### config.mk
export PLATFORM = sky130hd
export DESIGN_NAME = glmrc_top
export DESIGN_NICKNAME = d
export VERILOG_FILES = /design/src/glmrc_pkg.sv /design/src/glmrc_top.sv /design/src/glmrc_timer.sv
export SDC_FILE = /design/constraint.sdc
export NUM_CORES = 2
export LEC_CHECK = 0
export BUFFER_PORTS_ARGS = -buffer_cell sky130_fd_sc_hd__clkbuf_2
export CAP_MARGIN = 20
export CORE_ASPECT_RATIO = 1.4
export CORE_UTILIZATION = 35
export CTS_CLUSTER_DIAMETER = 100
export DETAILED_ROUTE_END_ITERATION = 8
export SETUP_SLACK_MARGIN = 0.1
export SKIP_LAST_GASP = 1
export SYNTH_ARGS = -nofsm -noshare
export SYNTH_HDL_FRONTEND = slang
export SYNTH_HIERARCHICAL = 1
export SYNTH_SLANG_ARGS = --single-unit
### constraint.sdc
create_clock -name core_clk -period 32.1 [get_ports core_clk]
set_input_delay 3.21 -clock core_clk [delete_from_list [all_inputs] [get_ports core_clk]]
set_output_delay 3.21 -clock core_clk [all_outputs]
set_load 0.005 [all_outputs]
### src/glmrc_pkg.sv
// constants shared by the load model and relaxation control block
package glmrc_pkg;
  localparam int unsigned CLK_HZ = 25000000;
  localparam int unsigned SEC_S = 1;
  localparam int unsigned SEC_CYCLES = CLK_HZ * SEC_S;
  localparam int unsigned OCV_WAIT_S = 360;
  localparam int unsigned LP_TAU_S = 14;
  localparam logic [15:0] DVDT_LIMIT_UV = 16'h0004;
  localparam int unsigned ADDR_W = 5;
  localparam int unsigned DATA_W = 16;
  // register offsets (word index)
  localparam logic [4:0] OFS_CFG = 5'h00;
  localparam logic [4:0] OFS_ESCALE = 5'h01;
  localparam logic [4:0] OFS_DSG_THR = 5'h02;
  localparam logic [4:0] OFS_CHG_THR = 5'h03;
  localparam logic [4:0] OFS_RLX_THR = 5'h04;
  localparam logic [4:0] OFS_DSG_RLX_T = 5'h05;
  localparam logic [4:0] OFS_CHG_RLX_T = 5'h06;
  localparam logic [4:0] OFS_QUIT_RLX_T = 5'h07;
  localparam logic [4:0] OFS_USER_CUR = 5'h08;
  localparam logic [4:0] OFS_USER_PWR = 5'h09;
  localparam logic [4:0] OFS_DES_CAP = 5'h0A;
  localparam logic [4:0] OFS_DES_ENERGY = 5'h0B;
  localparam logic [4:0] OFS_HOST_RATE = 5'h0C;
  localparam logic [4:0] OFS_QMAX_INIT = 5'h0D;
  localparam logic [4:0] OFS_STATUS = 5'h0E;
  localparam logic [4:0] OFS_RATE_LO = 5'h0F;
  localparam logic [4:0] OFS_RATE_HI = 5'h10;
  localparam logic [4:0] OFS_QMAX = 5'h11;
  localparam logic [4:0] OFS_RESERVE = 5'h12;
  // cfg field positions
  localparam int unsigned CFG_LDMODE_BIT = 0;
  localparam int unsigned CFG_RESCOMP_BIT = 1;
  localparam int unsigned CFG_SEL_LSB = 2;
  // status field positions
  localparam int unsigned ST_LDMODE_BIT = 0;
  localparam int unsigned ST_RELAX_BIT = 1;
  localparam int unsigned ST_OCV_BIT = 2;
  localparam int unsigned ST_QUPD_BIT = 3;
  localparam int unsigned ST_DSG_BIT = 4;
  localparam int unsigned ST_CHG_BIT = 5;
  localparam int unsigned ST_CENTI_BIT = 6;
  localparam int unsigned ST_RSV_BIT = 7;
  // reset values
  localparam logic [2:0] RST_SEL = 3'h1;
  localparam logic [15:0] RST_ESCALE = 16'h0001;
  localparam logic [15:0] RST_THR = 16'h0000;
  localparam logic [15:0] RST_TIME = 16'h0000;
  localparam logic [15:0] RST_VAL = 16'h0000;
  // legal energy scales and unit divisors
  localparam logic [15:0] ESCALE_ONE = 16'h0001;
  localparam logic [15:0] ESCALE_TEN = 16'h000A;
  localparam logic [31:0] MILLI_DIV = 32'h0000_03E8;
  localparam logic [31:0] CENTI_DIV = 32'h0000_2710;
  localparam logic [31:0] C5_DIV = 32'h0000_0005;
  typedef enum logic [2:0] {
    SEL_PREV_AVG = 3'h0,
    SEL_NOW_AVG = 3'h1,
    SEL_FILT = 3'h2,
    SEL_LOWPASS = 3'h3,
    SEL_DESIGN5 = 3'h4,
    SEL_HOST = 3'h5,
    SEL_USER = 3'h6
  } glmrc_sel_type;
  typedef enum logic [1:0] {
    ST_ACTIVE = 2'b01,
    ST_RELAX = 2'b10
  } glmrc_state_type;
endpackage

### src/glmrc_top.sv
// load model selection, reserve handling and relaxation control
//
// Overview of operation
// load mode picks current or power model
// current sel 0 previous, 1 present average
// current sel 2..6 filtered, lowpass, C/5, host, user
// power sel 0 previous, 1 present average
// power sel 2..6 I*V, lowpass*V, E/5, host, user
// host writes energy scale 1 or 10 only
// scale 10 means centi energy and power units
// reserve kept after remaining reaches zero
// reserve compensation select chooses loaded or no-load
// discharge flow when magnitude exceeds discharge threshold
// charge flow when magnitude exceeds charge threshold
// relax after low current for discharge time
// relax after low current for charge time
// open-circuit readings after six minutes relaxed
// capacity learning only when slew below four
// quit relax after high current quit time
// capacity starts at initial, replaced by learned
// timers restart when their condition breaks
//
// Added by the designer: the register offsets and the strobed register port.
`timescale 1ns/1ps
`default_nettype none
module glmrc_top
  import glmrc_pkg::*;
#(
  parameter int unsigned SEC_CYC = glmrc_pkg::SEC_CYCLES
) (
  input wire logic core_clk,
  input wire logic arst_n,
  input wire logic [glmrc_pkg::ADDR_W-1:0] reg_addr,
  input wire logic [glmrc_pkg::DATA_W-1:0] reg_wdata,
  input wire logic reg_wr,
  input wire logic reg_rd,
  output logic [glmrc_pkg::DATA_W-1:0] reg_rdata,
  input wire logic signed [15:0] filtered_current,
  input wire logic [15:0] cell_voltage,
  input wire logic [15:0] avg_prev_current,
  input wire logic [15:0] avg_now_current,
  input wire logic [15:0] avg_prev_power,
  input wire logic [15:0] avg_now_power,
  input wire logic [15:0] voltage_slew,
  input wire logic [15:0] learned_qmax,
  input wire logic learned_qmax_valid,
  input wire logic [15:0] reserve_loaded,
  input wire logic [15:0] reserve_noload,
  input wire logic remaining_zero,
  input wire logic terminate_reached,
  output logic load_mode_flag,
  output logic [31:0] rate_value,
  output logic energy_centi,
  output logic dsg_flow,
  output logic chg_flow,
  output logic relax_mode,
  output logic ocv_sample_en,
  output logic qmax_update_en,
  output logic [15:0] max_chemical_capacity,
  output logic [15:0] reserve_value,
  output logic reserve_hold
);
  import glmrc_pkg::*;

  // magnitude of a signed current sample
  function automatic logic [15:0] mag16(input logic signed [15:0] v);
    mag16 = v[15] ? 16'(-v) : 16'(v);
  endfunction

  logic rst_s1_reg;
  logic rst_n;
  logic cfg_ld_reg;
  logic cfg_rc_reg;
  logic [2:0] cfg_sel_reg;
  logic [15:0] escale_reg;
  logic [15:0] dsg_thr_reg;
  logic [15:0] chg_thr_reg;
  logic [15:0] rlx_thr_reg;
  logic [15:0] dsg_t_reg;
  logic [15:0] chg_t_reg;
  logic [15:0] quit_t_reg;
  logic [15:0] user_cur_reg;
  logic [15:0] user_pwr_reg;
  logic [15:0] des_cap_reg;
  logic [15:0] des_en_reg;
  logic [15:0] host_rate_reg;
  logic [15:0] qmax_reg;
  logic [31:0] sec_cnt_reg;
  logic sec_tick_reg;
  logic [31:0] lp_reg;
  logic [8:0] ocv_cnt_reg;
  glmrc_state_type state_reg;
  glmrc_state_type state_next;
  logic [15:0] i_mag;
  logic low_i;
  logic high_i;
  logic dsg_rlx_done;
  logic chg_rlx_done;
  logic quit_done;
  logic [31:0] rate_next;
  logic [31:0] pwr_div;
  logic [15:0] status_word;

  // reset release through two flip-flops
  always_ff @(posedge core_clk or negedge arst_n) begin
    if (!arst_n) begin
      rst_s1_reg <= 1'b0;
      rst_n <= 1'b0;
    end else begin
      rst_s1_reg <= 1'b1;
      rst_n <= rst_s1_reg;
    end
  end

  // configuration register writes
  always_ff @(posedge core_clk or negedge rst_n) begin
    if (!rst_n) begin
      cfg_ld_reg <= 1'b0;
      cfg_rc_reg <= 1'b0;
      cfg_sel_reg <= RST_SEL;
      escale_reg <= RST_ESCALE;
      dsg_thr_reg <= RST_THR;
      chg_thr_reg <= RST_THR;
      rlx_thr_reg <= RST_THR;
      dsg_t_reg <= RST_TIME;
      chg_t_reg <= RST_TIME;
      quit_t_reg <= RST_TIME;
      user_cur_reg <= RST_VAL;
      user_pwr_reg <= RST_VAL;
      des_cap_reg <= RST_VAL;
      des_en_reg <= RST_VAL;
      host_rate_reg <= RST_VAL;
    end else if (reg_wr) begin
      case (reg_addr)
        OFS_CFG: begin
          cfg_ld_reg <= reg_wdata[CFG_LDMODE_BIT];
          cfg_rc_reg <= reg_wdata[CFG_RESCOMP_BIT];
          cfg_sel_reg <= reg_wdata[CFG_SEL_LSB +: 3];
        end
        OFS_ESCALE: begin
          // only the two legal scales are stored
          if (reg_wdata == ESCALE_ONE || reg_wdata == ESCALE_TEN) begin
            escale_reg <= reg_wdata;
          end
        end
        OFS_DSG_THR: dsg_thr_reg <= reg_wdata;
        OFS_CHG_THR: chg_thr_reg <= reg_wdata;
        OFS_RLX_THR: rlx_thr_reg <= reg_wdata;
        OFS_DSG_RLX_T: dsg_t_reg <= reg_wdata;
        OFS_CHG_RLX_T: chg_t_reg <= reg_wdata;
        OFS_QUIT_RLX_T: quit_t_reg <= reg_wdata;
        OFS_USER_CUR: user_cur_reg <= reg_wdata;
        OFS_USER_PWR: user_pwr_reg <= reg_wdata;
        OFS_DES_CAP: des_cap_reg <= reg_wdata;
        OFS_DES_ENERGY: des_en_reg <= reg_wdata;
        OFS_HOST_RATE: host_rate_reg <= reg_wdata;
        default: ;
      endcase
    end
  end

  // chemical capacity: initial value, then learned updates
  always_ff @(posedge core_clk or negedge rst_n) begin
    if (!rst_n) begin
      qmax_reg <= RST_VAL;
    end else begin
      if (reg_wr && reg_addr == OFS_QMAX_INIT) begin
        qmax_reg <= reg_wdata;
      end else if (learned_qmax_valid && qmax_update_en) begin
        qmax_reg <= learned_qmax;
      end
    end
  end

  // one-second tick for all timers
  always_ff @(posedge core_clk or negedge rst_n) begin
    if (!rst_n) begin
      sec_cnt_reg <= 32'h0000_0000;
      sec_tick_reg <= 1'b0;
    end else if (sec_cnt_reg >= 32'(SEC_CYC - 1)) begin
      sec_cnt_reg <= 32'h0000_0000;
      sec_tick_reg <= 1'b1;
    end else begin
      sec_cnt_reg <= sec_cnt_reg + 32'h0000_0001;
      sec_tick_reg <= 1'b0;
    end
  end

  // low-pass of filtered current magnitude, tau in seconds
  always_ff @(posedge core_clk or negedge rst_n) begin
    if (!rst_n) begin
      lp_reg <= 32'h0000_0000;
    end else if (sec_tick_reg) begin
      lp_reg <= lp_reg + 32'(signed'({1'b0, i_mag, 8'h00} - {1'b0, lp_reg})
        / signed'(LP_TAU_S));
    end
  end

  assign i_mag = mag16(filtered_current);
  assign low_i = i_mag < rlx_thr_reg;
  assign high_i = i_mag > rlx_thr_reg;

  // relax entry and exit qualification timers
  glmrc_timer u_dsg_rlx (
    .core_clk(core_clk),
    .rst_n(rst_n),
    .sec_tick(sec_tick_reg),
    .cond(low_i),
    .limit(dsg_t_reg),
    .done(dsg_rlx_done)
  );
  glmrc_timer u_chg_rlx (
    .core_clk(core_clk),
    .rst_n(rst_n),
    .sec_tick(sec_tick_reg),
    .cond(low_i),
    .limit(chg_t_reg),
    .done(chg_rlx_done)
  );
  glmrc_timer u_quit (
    .core_clk(core_clk),
    .rst_n(rst_n),
    .sec_tick(sec_tick_reg),
    .cond(high_i),
    .limit(quit_t_reg),
    .done(quit_done)
  );

  // relaxation state machine
  always_comb begin
    state_next = state_reg;
    case (state_reg)
      ST_ACTIVE: begin
        if (dsg_rlx_done || chg_rlx_done) begin
          state_next = ST_RELAX;
        end
      end
      ST_RELAX: begin
        if (quit_done) begin
          state_next = ST_ACTIVE;
        end
      end
      default: state_next = ST_ACTIVE;
    endcase
  end

  always_ff @(posedge core_clk or negedge rst_n) begin
    if (!rst_n) begin
      state_reg <= ST_ACTIVE;
    end else begin
      state_reg <= state_next;
    end
  end

  // seconds spent relaxed, saturating at the open-circuit wait
  always_ff @(posedge core_clk or negedge rst_n) begin
    if (!rst_n) begin
      ocv_cnt_reg <= 9'h000;
    end else if (state_reg != ST_RELAX) begin
      ocv_cnt_reg <= 9'h000;
    end else if (sec_tick_reg && ocv_cnt_reg < 9'(OCV_WAIT_S)) begin
      ocv_cnt_reg <= ocv_cnt_reg + 9'h001;
    end
  end

  // power units follow the energy scale
  assign pwr_div = (escale_reg == ESCALE_TEN) ? CENTI_DIV : MILLI_DIV;

  // rate source selection per load mode
  always_comb begin
    rate_next = 32'h0000_0000;
    if (!cfg_ld_reg) begin
      case (cfg_sel_reg)
        SEL_PREV_AVG: rate_next = {16'h0000, avg_prev_current};
        SEL_NOW_AVG: rate_next = {16'h0000, avg_now_current};
        SEL_FILT: rate_next = {16'h0000, i_mag};
        SEL_LOWPASS: rate_next = {8'h00, lp_reg[31:8]};
        SEL_DESIGN5: rate_next = {16'h0000, des_cap_reg} / C5_DIV;
        SEL_HOST: rate_next = {16'h0000, host_rate_reg};
        SEL_USER: rate_next = {16'h0000, user_cur_reg};
        default: rate_next = {16'h0000, avg_now_current};
      endcase
    end else begin
      case (cfg_sel_reg)
        SEL_PREV_AVG: rate_next = {16'h0000, avg_prev_power};
        SEL_NOW_AVG: rate_next = {16'h0000, avg_now_power};
        SEL_FILT: rate_next = (i_mag * cell_voltage) / pwr_div;
        SEL_LOWPASS: rate_next = (lp_reg[23:8] * cell_voltage) / pwr_div;
        SEL_DESIGN5: rate_next = {16'h0000, des_en_reg} / C5_DIV;
        SEL_HOST: rate_next = {16'h0000, host_rate_reg};
        SEL_USER: rate_next = {16'h0000, user_pwr_reg};
        default: rate_next = {16'h0000, avg_now_power};
      endcase
    end
  end

  // registered model outputs
  always_ff @(posedge core_clk or negedge rst_n) begin
    if (!rst_n) begin
      load_mode_flag <= 1'b0;
      rate_value <= 32'h0000_0000;
      energy_centi <= 1'b0;
    end else begin
      load_mode_flag <= cfg_ld_reg;
      rate_value <= rate_next;
      energy_centi <= escale_reg == ESCALE_TEN;
    end
  end

  // flow detection and relax-derived outputs
  always_ff @(posedge core_clk or negedge rst_n) begin
    if (!rst_n) begin
      dsg_flow <= 1'b0;
      chg_flow <= 1'b0;
      relax_mode <= 1'b0;
      ocv_sample_en <= 1'b0;
      qmax_update_en <= 1'b0;
      max_chemical_capacity <= RST_VAL;
    end else begin
      dsg_flow <= filtered_current[15] && i_mag > dsg_thr_reg;
      chg_flow <= !filtered_current[15] && i_mag > chg_thr_reg;
      // same state copy as the open-circuit and update enables
      relax_mode <= state_reg == ST_RELAX;
      ocv_sample_en <= state_reg == ST_RELAX
        && ocv_cnt_reg >= 9'(OCV_WAIT_S);
      qmax_update_en <= state_reg == ST_RELAX
        && ocv_cnt_reg >= 9'(OCV_WAIT_S)
        && voltage_slew < DVDT_LIMIT_UV;
      max_chemical_capacity <= qmax_reg;
    end
  end

  // reserve selection and hold window
  always_ff @(posedge core_clk or negedge rst_n) begin
    if (!rst_n) begin
      reserve_value <= RST_VAL;
      reserve_hold <= 1'b0;
    end else begin
      reserve_value <= cfg_rc_reg ? reserve_noload : reserve_loaded;
      reserve_hold <= remaining_zero && !terminate_reached;
    end
  end

  assign status_word = {8'h00, reserve_hold, energy_centi, chg_flow,
    dsg_flow, qmax_update_en, ocv_sample_en, relax_mode, load_mode_flag};

  // read data one cycle after the strobe
  always_ff @(posedge core_clk or negedge rst_n) begin
    if (!rst_n) begin
      reg_rdata <= 16'h0000;
    end else if (reg_rd) begin
      case (reg_addr)
        OFS_CFG: reg_rdata <= {11'h000, cfg_sel_reg, cfg_rc_reg, cfg_ld_reg};
        OFS_ESCALE: reg_rdata <= escale_reg;
        OFS_DSG_THR: reg_rdata <= dsg_thr_reg;
        OFS_CHG_THR: reg_rdata <= chg_thr_reg;
        OFS_RLX_THR: reg_rdata <= rlx_thr_reg;
        OFS_DSG_RLX_T: reg_rdata <= dsg_t_reg;
        OFS_CHG_RLX_T: reg_rdata <= chg_t_reg;
        OFS_QUIT_RLX_T: reg_rdata <= quit_t_reg;
        OFS_USER_CUR: reg_rdata <= user_cur_reg;
        OFS_USER_PWR: reg_rdata <= user_pwr_reg;
        OFS_DES_CAP: reg_rdata <= des_cap_reg;
        OFS_DES_ENERGY: reg_rdata <= des_en_reg;
        OFS_HOST_RATE: reg_rdata <= host_rate_reg;
        OFS_QMAX_INIT: reg_rdata <= qmax_reg;
        OFS_STATUS: reg_rdata <= status_word;
        OFS_RATE_LO: reg_rdata <= rate_value[15:0];
        OFS_RATE_HI: reg_rdata <= rate_value[31:16];
        OFS_QMAX: reg_rdata <= max_chemical_capacity;
        OFS_RESERVE: reg_rdata <= reserve_value;
        default: reg_rdata <= 16'h0000;
      endcase
    end else begin
      reg_rdata <= 16'h0000;
    end
  end
endmodule
`default_nettype wire

### src/glmrc_timer.sv
// qualifying timer: counts seconds while a condition holds
`timescale 1ns/1ps
`default_nettype none
module glmrc_timer (
  input wire logic core_clk,
  input wire logic rst_n,
  input wire logic sec_tick,
  input wire logic cond,
  input wire logic [15:0] limit,
  output logic done
);
  logic [15:0] count_reg;
  // count restarts whenever the condition drops
  always_ff @(posedge core_clk or negedge rst_n) begin
    if (!rst_n) begin
      count_reg <= 16'h0000;
    end else if (!cond) begin
      count_reg <= 16'h0000;
    end else if (sec_tick && count_reg != 16'hFFFF) begin
      count_reg <= count_reg + 16'h0001;
    end
  end
  // qualified once the full time has been spent in the condition
  always_ff @(posedge core_clk or negedge rst_n) begin
    if (!rst_n) begin
      done <= 1'b0;
    end else begin
      done <= cond && (count_reg >= limit);
    end
  end
endmodule
`default_nettype wire

Yosys cells after proc, flatten, opt, wreduce, memory -nomap -nowiden
Index checks and enable logic that the tools add are counted.
Cells by class
  divide/modulo/power cells: 5
  equality and inequality tests: 37
  $add $sub $neg: 8
  mux-type cells: 23
  multiply operators: 2
  order comparisons: 11
  reductions and logical operators: 36
Operators by type and width (count)
  $pmux 32 s6: 2
  $pmux 16 s19: 1
  $mux 16: 11
  $div 16x3->32 const B: 2
  $div 32x32->32: 2
  $mul 16x16->32: 2
  $mux 32: 2
  $add 16x1->16 const B: 3
  $ge 16x16->1: 3
  $gt 16x16->1: 3
  $ne 16x16->1 const B: 3
  $eq 5x4->1 const B: 8
  $div 33x5->33 const B: 1
  $sub 24x32->33: 1
  $add 32x1->32 const B: 1
  $add 32x32->32: 1
  $eq 16x4->1 const B: 2
  $ge 32x25->1 const B: 1
  $reduce_and 2->1: 13
  $eq 5x3->1 const B: 4
  $mux 9: 2
  $eq 16x1->1 const B: 1
  $lt 16x16->1: 1
  $lt 16x3->1 const B: 1
  24 further kinds: 51
Storage, ports and cells
  bits in registers: 430
  output and inout bits: 88

Longest topological paths before layout
  word-level depth: 6
  depth in mapped cells: 328

Hierarchy
The synthesis kept the hierarchy.
By module, submodules not included
  glmrc_top: area an instance 63579.7 µm², seq. area each 9287.7 µm², times used 1, cells an instance 7933
  glmrc_timer: area an instance 1305.0 µm², seq. area each 425.4 µm², times used 3, cells an instance 155

Worst setup path before layout
No wires, ideal clock.
  kind: input to register
  start point: input filtered_current[0]
  end point: register rate_value[0]
  buffers on the path: 18
  stages: 305
  setup slack: -31.082 ns
  arrival: 63.048 ns
  cell sequence: clkbuf_1 > clkbuf_1 > inv_1 > ha_1 > inv_1 > o41ai_1 > o21ai_0 > xor2_1 > clkbuf_1 > nand2_1 > fa_1 > inv_1 > fa_1 > fa_1 > inv_1 > fa_1 > inv_1 > fa_1 > (+269 left out) > a21o_1 > and2_1 > o21a_1 > o31ai_4 > or4b_1 > buf_2 > clkbuf_1 > mux2_1 > ha_1 > o21a_1 > o21ai_0 > nand2b_1 > a21oi_1 > nor2_1 > a31oi_1 > mux2i_1 > a221oi_1 > a31oi_1
On the way
  cells in the longest elaborated chain, start to end: 6
  elaborated cells between the ends (all ways): 7
  classes of those cells: add/sub: 1; mul: 1; div: 1; mux: 4
Ends and longest elaborated chain
  from (decl): RTL line glmrc_top.sv:38  | input wire logic signed [15:0] filtered_current,
  $neg 16->16: RTL line glmrc_top.sv:67  | mag16 = v[15] ? 16'(-v) : 16'(v);
  $mux 16 *: RTL line glmrc_top.sv:67
  $mul 16x16->32: RTL line glmrc_top.sv:287  | SEL_FILT: rate_next = (i_mag * cell_voltage) / pwr_div;
  $div 32x32->32: RTL line glmrc_top.sv:287
  $pmux 32 s6: RTL line glmrc_top.sv:284  | case (cfg_sel_reg)
  $mux 32 *: RTL line glmrc_top.sv:272  | if (!cfg_ld_reg) begin
  named net rate_next[0]: RTL line glmrc_top.sv:100  | logic [31:0] rate_next;
  to (signal assigned): RTL line glmrc_top.sv:305  | rate_value <= rate_next;
  to (decl): RTL line glmrc_top.sv:52  | output logic [31:0] rate_value,
Mark *: on every way through the listed nets, which the timed path passes. The rest lies on a longest branch.
A chain may end at the register's enable or synchronous reset.

Final worst setup path
  start point: input filtered_current[3]
  end point: register rate_value[0]
On the way
  cells in the longest elaborated chain, start to end: 6
Ends and longest elaborated chain (RTL line)
  $neg 16->16: glmrc_top.sv:67
  $mux 16 *: glmrc_top.sv:67
  $mul 16x16->32 *: glmrc_top.sv:287
  $div 32x32->32 *: glmrc_top.sv:287
  $pmux 32 s6 *: glmrc_top.sv:284
  $mux 32 *: glmrc_top.sv:272
  named net rate_next[0]: glmrc_top.sv:100
Marks and branches as above.

==> metrics.md <==
| Metric | Value |
|---|---|
| Clock tree from TritonCTS | `built` |
| Async S/R FF share, synth | `100.0%` |
| Pre-CTS worst setup slack | `-25.13 ns` |
| Initial standard-cell utilization of the core | `35.23%` |
| Area share of the largest cell type after synthesis | `15.53%` |
| Reported max-cap violation count | `0` |
| Hpwl dp | `224700 µm` |
| Final nets | `11480` |
| Routed wire length per instance | `21.56 µm` |
| Port Buffers | `265` |
| Slew of the pin with the lowest slew margin | `between 1 and 1.5 ns` |
| Setup repair after global routing missed its margin | `true` |
| Crit share post-route | `172.8%` |
| Number of rows created at floorplan | `190` |
| Sink Count | `roughly 420` |
| Fill cell total of the finished layout | `between 15000 and 20000` |
| Biggest area contributors in the synthesized netlist | `sky130_fd_sc_hd__dfrtp_1 (16%), sky130_fd_sc_hd__fa_1 (12%), sky130_fd_sc_hd__ha_1 (9.7%)` |
| Critical path arrival | `55.94 ns` |
| Min Tclk post-route | `55.46 ns` |
| Overall fraction of global-route tracks in use | `27.71%` |
| Setup total negative slack | `-153.96 ns` |
| Initial antenna violation count | `20` |
| Synthesized area per cell | `roughly 8 µm²` |
| Length of routed met3 wiring | `20830 µm` |
| Start-to-end type of the worst setup path | `input pin to register` |
| Routed via count | `73400` |
| Share of synthesized area occupied by flip-flops and latches | `15.65%` |
| Most frequent cells after synthesis | `sky130_fd_sc_hd__nand2_1 (866), sky130_fd_sc_hd__inv_1 (761), sky130_fd_sc_hd__nor2_1 (576)` |
| Flop and latch count out of synthesis | `422` |
| P&R area growth vs syn | `33.61%` |
| Worst skew pair latency | `0.67 ns` |
| Wire length the detailed router placed on met1 | `107000 µm` |
| Setup slack on the worst flop-to-flop path | `-20.55 ns` |
| Total clock buffers created by CTS | `53` |
| Top_reg_cell synth | `sky130_fd_sc_hd__dfrtp_1` |
| Post-route non-filler standard cell count | `12920` |
| CP top delay family | `compound AO/OA/AOI/OAI gates` |
| Library cell with the highest instance count after synthesis | `sky130_fd_sc_hd__nand2_1` |
| Number of flops mapped to enable cells by yosys | `0` |
| Cell count after synthesis | `8398` |
| Maximum net fanout on the critical path | `8` |
| Maximum number of pins on one net before global-route repair | `between 150 and 200` |
| Ports placed on the boundary | `between 200 and 300` |
| Cell chosen for the clock root | `sky130_fd_sc_hd__clkbuf_16` |
| WP data required | `between 30 and 40 ns` |
| Buffers and inverters on the worst path | `39` |
| First drt pass iteration count | `9` |
| Die Width | `around 370 µm` |
| Final setup vio count | `12` |
| Total of hold buffers inserted after clock tree synthesis | `0` |
| Synthesized cell area | `0.06749 mm²` |
| Critical Path Start Type | `input pin` |
| DRC violation total after the first TritonRoute iteration | `5572` |
| Final critical-path setup slack | `-23.36 ns` |
| Failing checks | `setup timing` |
| Relative max-transition margin | `24.01%` |
| Total number of yosys warnings | `6` |
| Crit. End Element | `register` |
| Count of endpoints failing hold in the final timing report | `0` |
| Run status | `complete, but fails checks` |
| Final setup skew | `about 0.041 ns` |
| Most area-hungry cell type in the Yosys netlist | `sky130_fd_sc_hd__dfrtp_1` |
| First-pass GRT wire length | `around 420000 µm` |
| Most frequent cell on the critical path | `sky130_fd_sc_hd__o21a_1` |
| Highest clock frequency the design can meet | `between 15 and 20 MHz` |
| Core Region | `~0.19 mm²` |
| Distinct cells, synth | `146` |
| Cells after DPL | `12500` |
| Die Footprint | `0.1946 mm²` |
| Congestion Overflow GR | `0` |
| Largest stage delay on the critical path | `0.57 ns` |
| Via count of the first global-routing pass | `74010` |
| Via-per-instance ratio | `5.681` |
| Detailed Route WL | `278600 µm` |
| Number of remaining DRC errors | `0` |
| Final ANT Viol Nets | `0` |
| Class of the tightest hold or removal check | `register to register` |
| Clock-pin transition on the worst setup and hold timing paths | `0.06 ns` |
| Worst hold slack | `0.3582 ns` |
| Met2 routed wirelength | `roughly 130000 µm` |
| Highest signal layer in the routed design | `met5` |
| Last weighted congestion value of the routability-driven placer | `0.9948` |
| Die extent in y | `521.6 µm` |
| Slowest cell on crit path | `sky130_fd_sc_hd__fa_1` |
| CTS max path bufs | `3` |
| Final Max Slew Viols | `0` |
| Fraction of final layout cells sized beyond drive strength 1 | `30.22%` |
| Number of H-tree branching levels | `2` |
## metal layers
layer  up-vias  GRT usage (%)
met5         -              0
met4        26          15.86
met3       811          4.876
met2      2857          47.70
met1     35720          32.33
li1      33990              -
## cell usage in the layout, fill, tap and decap left out, types with 53 or more instances in the layout
| cell | count |
|---|---|
| sky130_fd_sc_hd__a22oi_1 | 86 |
| sky130_fd_sc_hd__nor4_1 | 64 |
| sky130_fd_sc_hd__nor2_1 | 550 |
| sky130_fd_sc_hd__or2_2 | 57 |
| sky130_fd_sc_hd__mux2i_1 | 112 |
| sky130_fd_sc_hd__o21bai_1 | 62 |
| sky130_fd_sc_hd__dfrtp_1 | 414 |
| sky130_fd_sc_hd__nand2_1 | 840 |
| sky130_fd_sc_hd__xnor2_1 | 355 |
| sky130_fd_sc_hd__and2_1 | 241 |
| sky130_fd_sc_hd__a211oi_1 | 63 |
| sky130_fd_sc_hd__nor2b_1 | 72 |
| sky130_fd_sc_hd__or3_1 | 74 |
| sky130_fd_sc_hd__o21ai_0 | 315 |
| sky130_fd_sc_hd__o211ai_1 | 72 |
| sky130_fd_sc_hd__ha_1 | 491 |
| sky130_fd_sc_hd__a21oi_1 | 447 |
| sky130_fd_sc_hd__a22o_1 | 55 |
| sky130_fd_sc_hd__o21ai_1 | 57 |
| sky130_fd_sc_hd__a31oi_1 | 83 |
| sky130_fd_sc_hd__o31ai_1 | 95 |
| sky130_fd_sc_hd__a221oi_1 | 54 |
| sky130_fd_sc_hd__clkbuf_2 | 263 |
| sky130_fd_sc_hd__clkbuf_16 | 53 |
| sky130_fd_sc_hd__nand4_1 | 94 |
| sky130_fd_sc_hd__inv_1 | 747 |
| sky130_fd_sc_hd__and3_1 | 63 |
| sky130_fd_sc_hd__nand2b_1 | 75 |
| sky130_fd_sc_hd__fa_1 | 376 |
| sky130_fd_sc_hd__nand3_1 | 193 |
| sky130_fd_sc_hd__xor2_1 | 139 |
| sky130_fd_sc_hd__o21a_1 | 116 |
| sky130_fd_sc_hd__a21o_1 | 59 |
| sky130_fd_sc_hd__buf_4 | 1955 |
| sky130_fd_sc_hd__mux2_2 | 244 |
| sky130_fd_sc_hd__nor3_1 | 235 |
## logic make-up (layout without fill, tap and decap cells)
| logic type | count (synthesis) | count (layout) | synth area share, % |
|---|---|---|---|
| AO/OA/AOI/OAI | 2117 | 2117 | 21.72 |
| multiplexers | 384 | 384 | 6.255 |
| flip-flops | 422 | 422 | 15.65 |
| AND/OR/NAND/NOR | 2887 | 2887 | 21.60 |
| other | 2 | 21 | 0.01113 |
| XOR/XNOR | 514 | 514 | 6.692 |
| buffers and inverters | 1136 | 3144 | 6.475 |
| adder cells (fa/ha/maj) | 936 | 936 | 21.59 |
## path summary, 6_finish.rpt
check	from	endpoint	depth (start not counted)
max reg2reg	lp_reg[11]$_DFFE_PN0P_	rate_value[0]$_DFF_PN0_	289
max	filtered_current[3]	rate_value[0]$_DFF_PN0_	304
min	rst_s1_reg$_DFF_PN0_	rst_n$_DFF_PN0_	0
min in group asynchronous	rst_n$_DFF_PN0_	chg_t_reg[13]$_DFFE_PN0P_	0
max in group asynchronous	rst_n$_DFF_PN0_	sec_tick_reg$_DFF_PN0_	3
min reg2reg	rst_s1_reg$_DFF_PN0_	rst_n$_DFF_PN0_	0
## worst reg2reg max path: cells and delay by family, from the launching register on
kind,cells,cell delay (ns)
compound gates,132,23.14
simple gates,78,11.82
fa+ha+maj,29,9.66
buf+inv,36,4.41
mux,10,2.23
xor+xnor,4,0.68
flops,1,0.52
## repair_timing
item	CTS	global route
gates resized for setup	180	134
endpoints found under the hold margin	0	0
setup endpoints to repair	12	13
pin swaps	197	232
buffers inserted	226	98
cloned	1	0
## area by class of cell
class                   count  area (µm²)  area share [%]
clock inverters            34       473.0          0.5245
multi-input cells        6854       54780           60.75
clock buffers              60        1383           1.533
diodes                      5       12.51         0.01388
flip-flops and latches    422       10580           11.73
inverters                 762        2867           3.179
repair buffers           2288       16960           18.80
well taps                2496        3123           3.463
## stage by stage
step	util, %	area, µm²
after floorplan	-	68440
after detailed placement	43.97	84260
after global placement	43.97	84260
after CTS	46.30	88710
after global routing	47.06	90160
final	47.06	90180
Power is left out: the tool's default activity adds up to more than one toggle a clock period on the data nets, which glitch-free logic cannot reach.
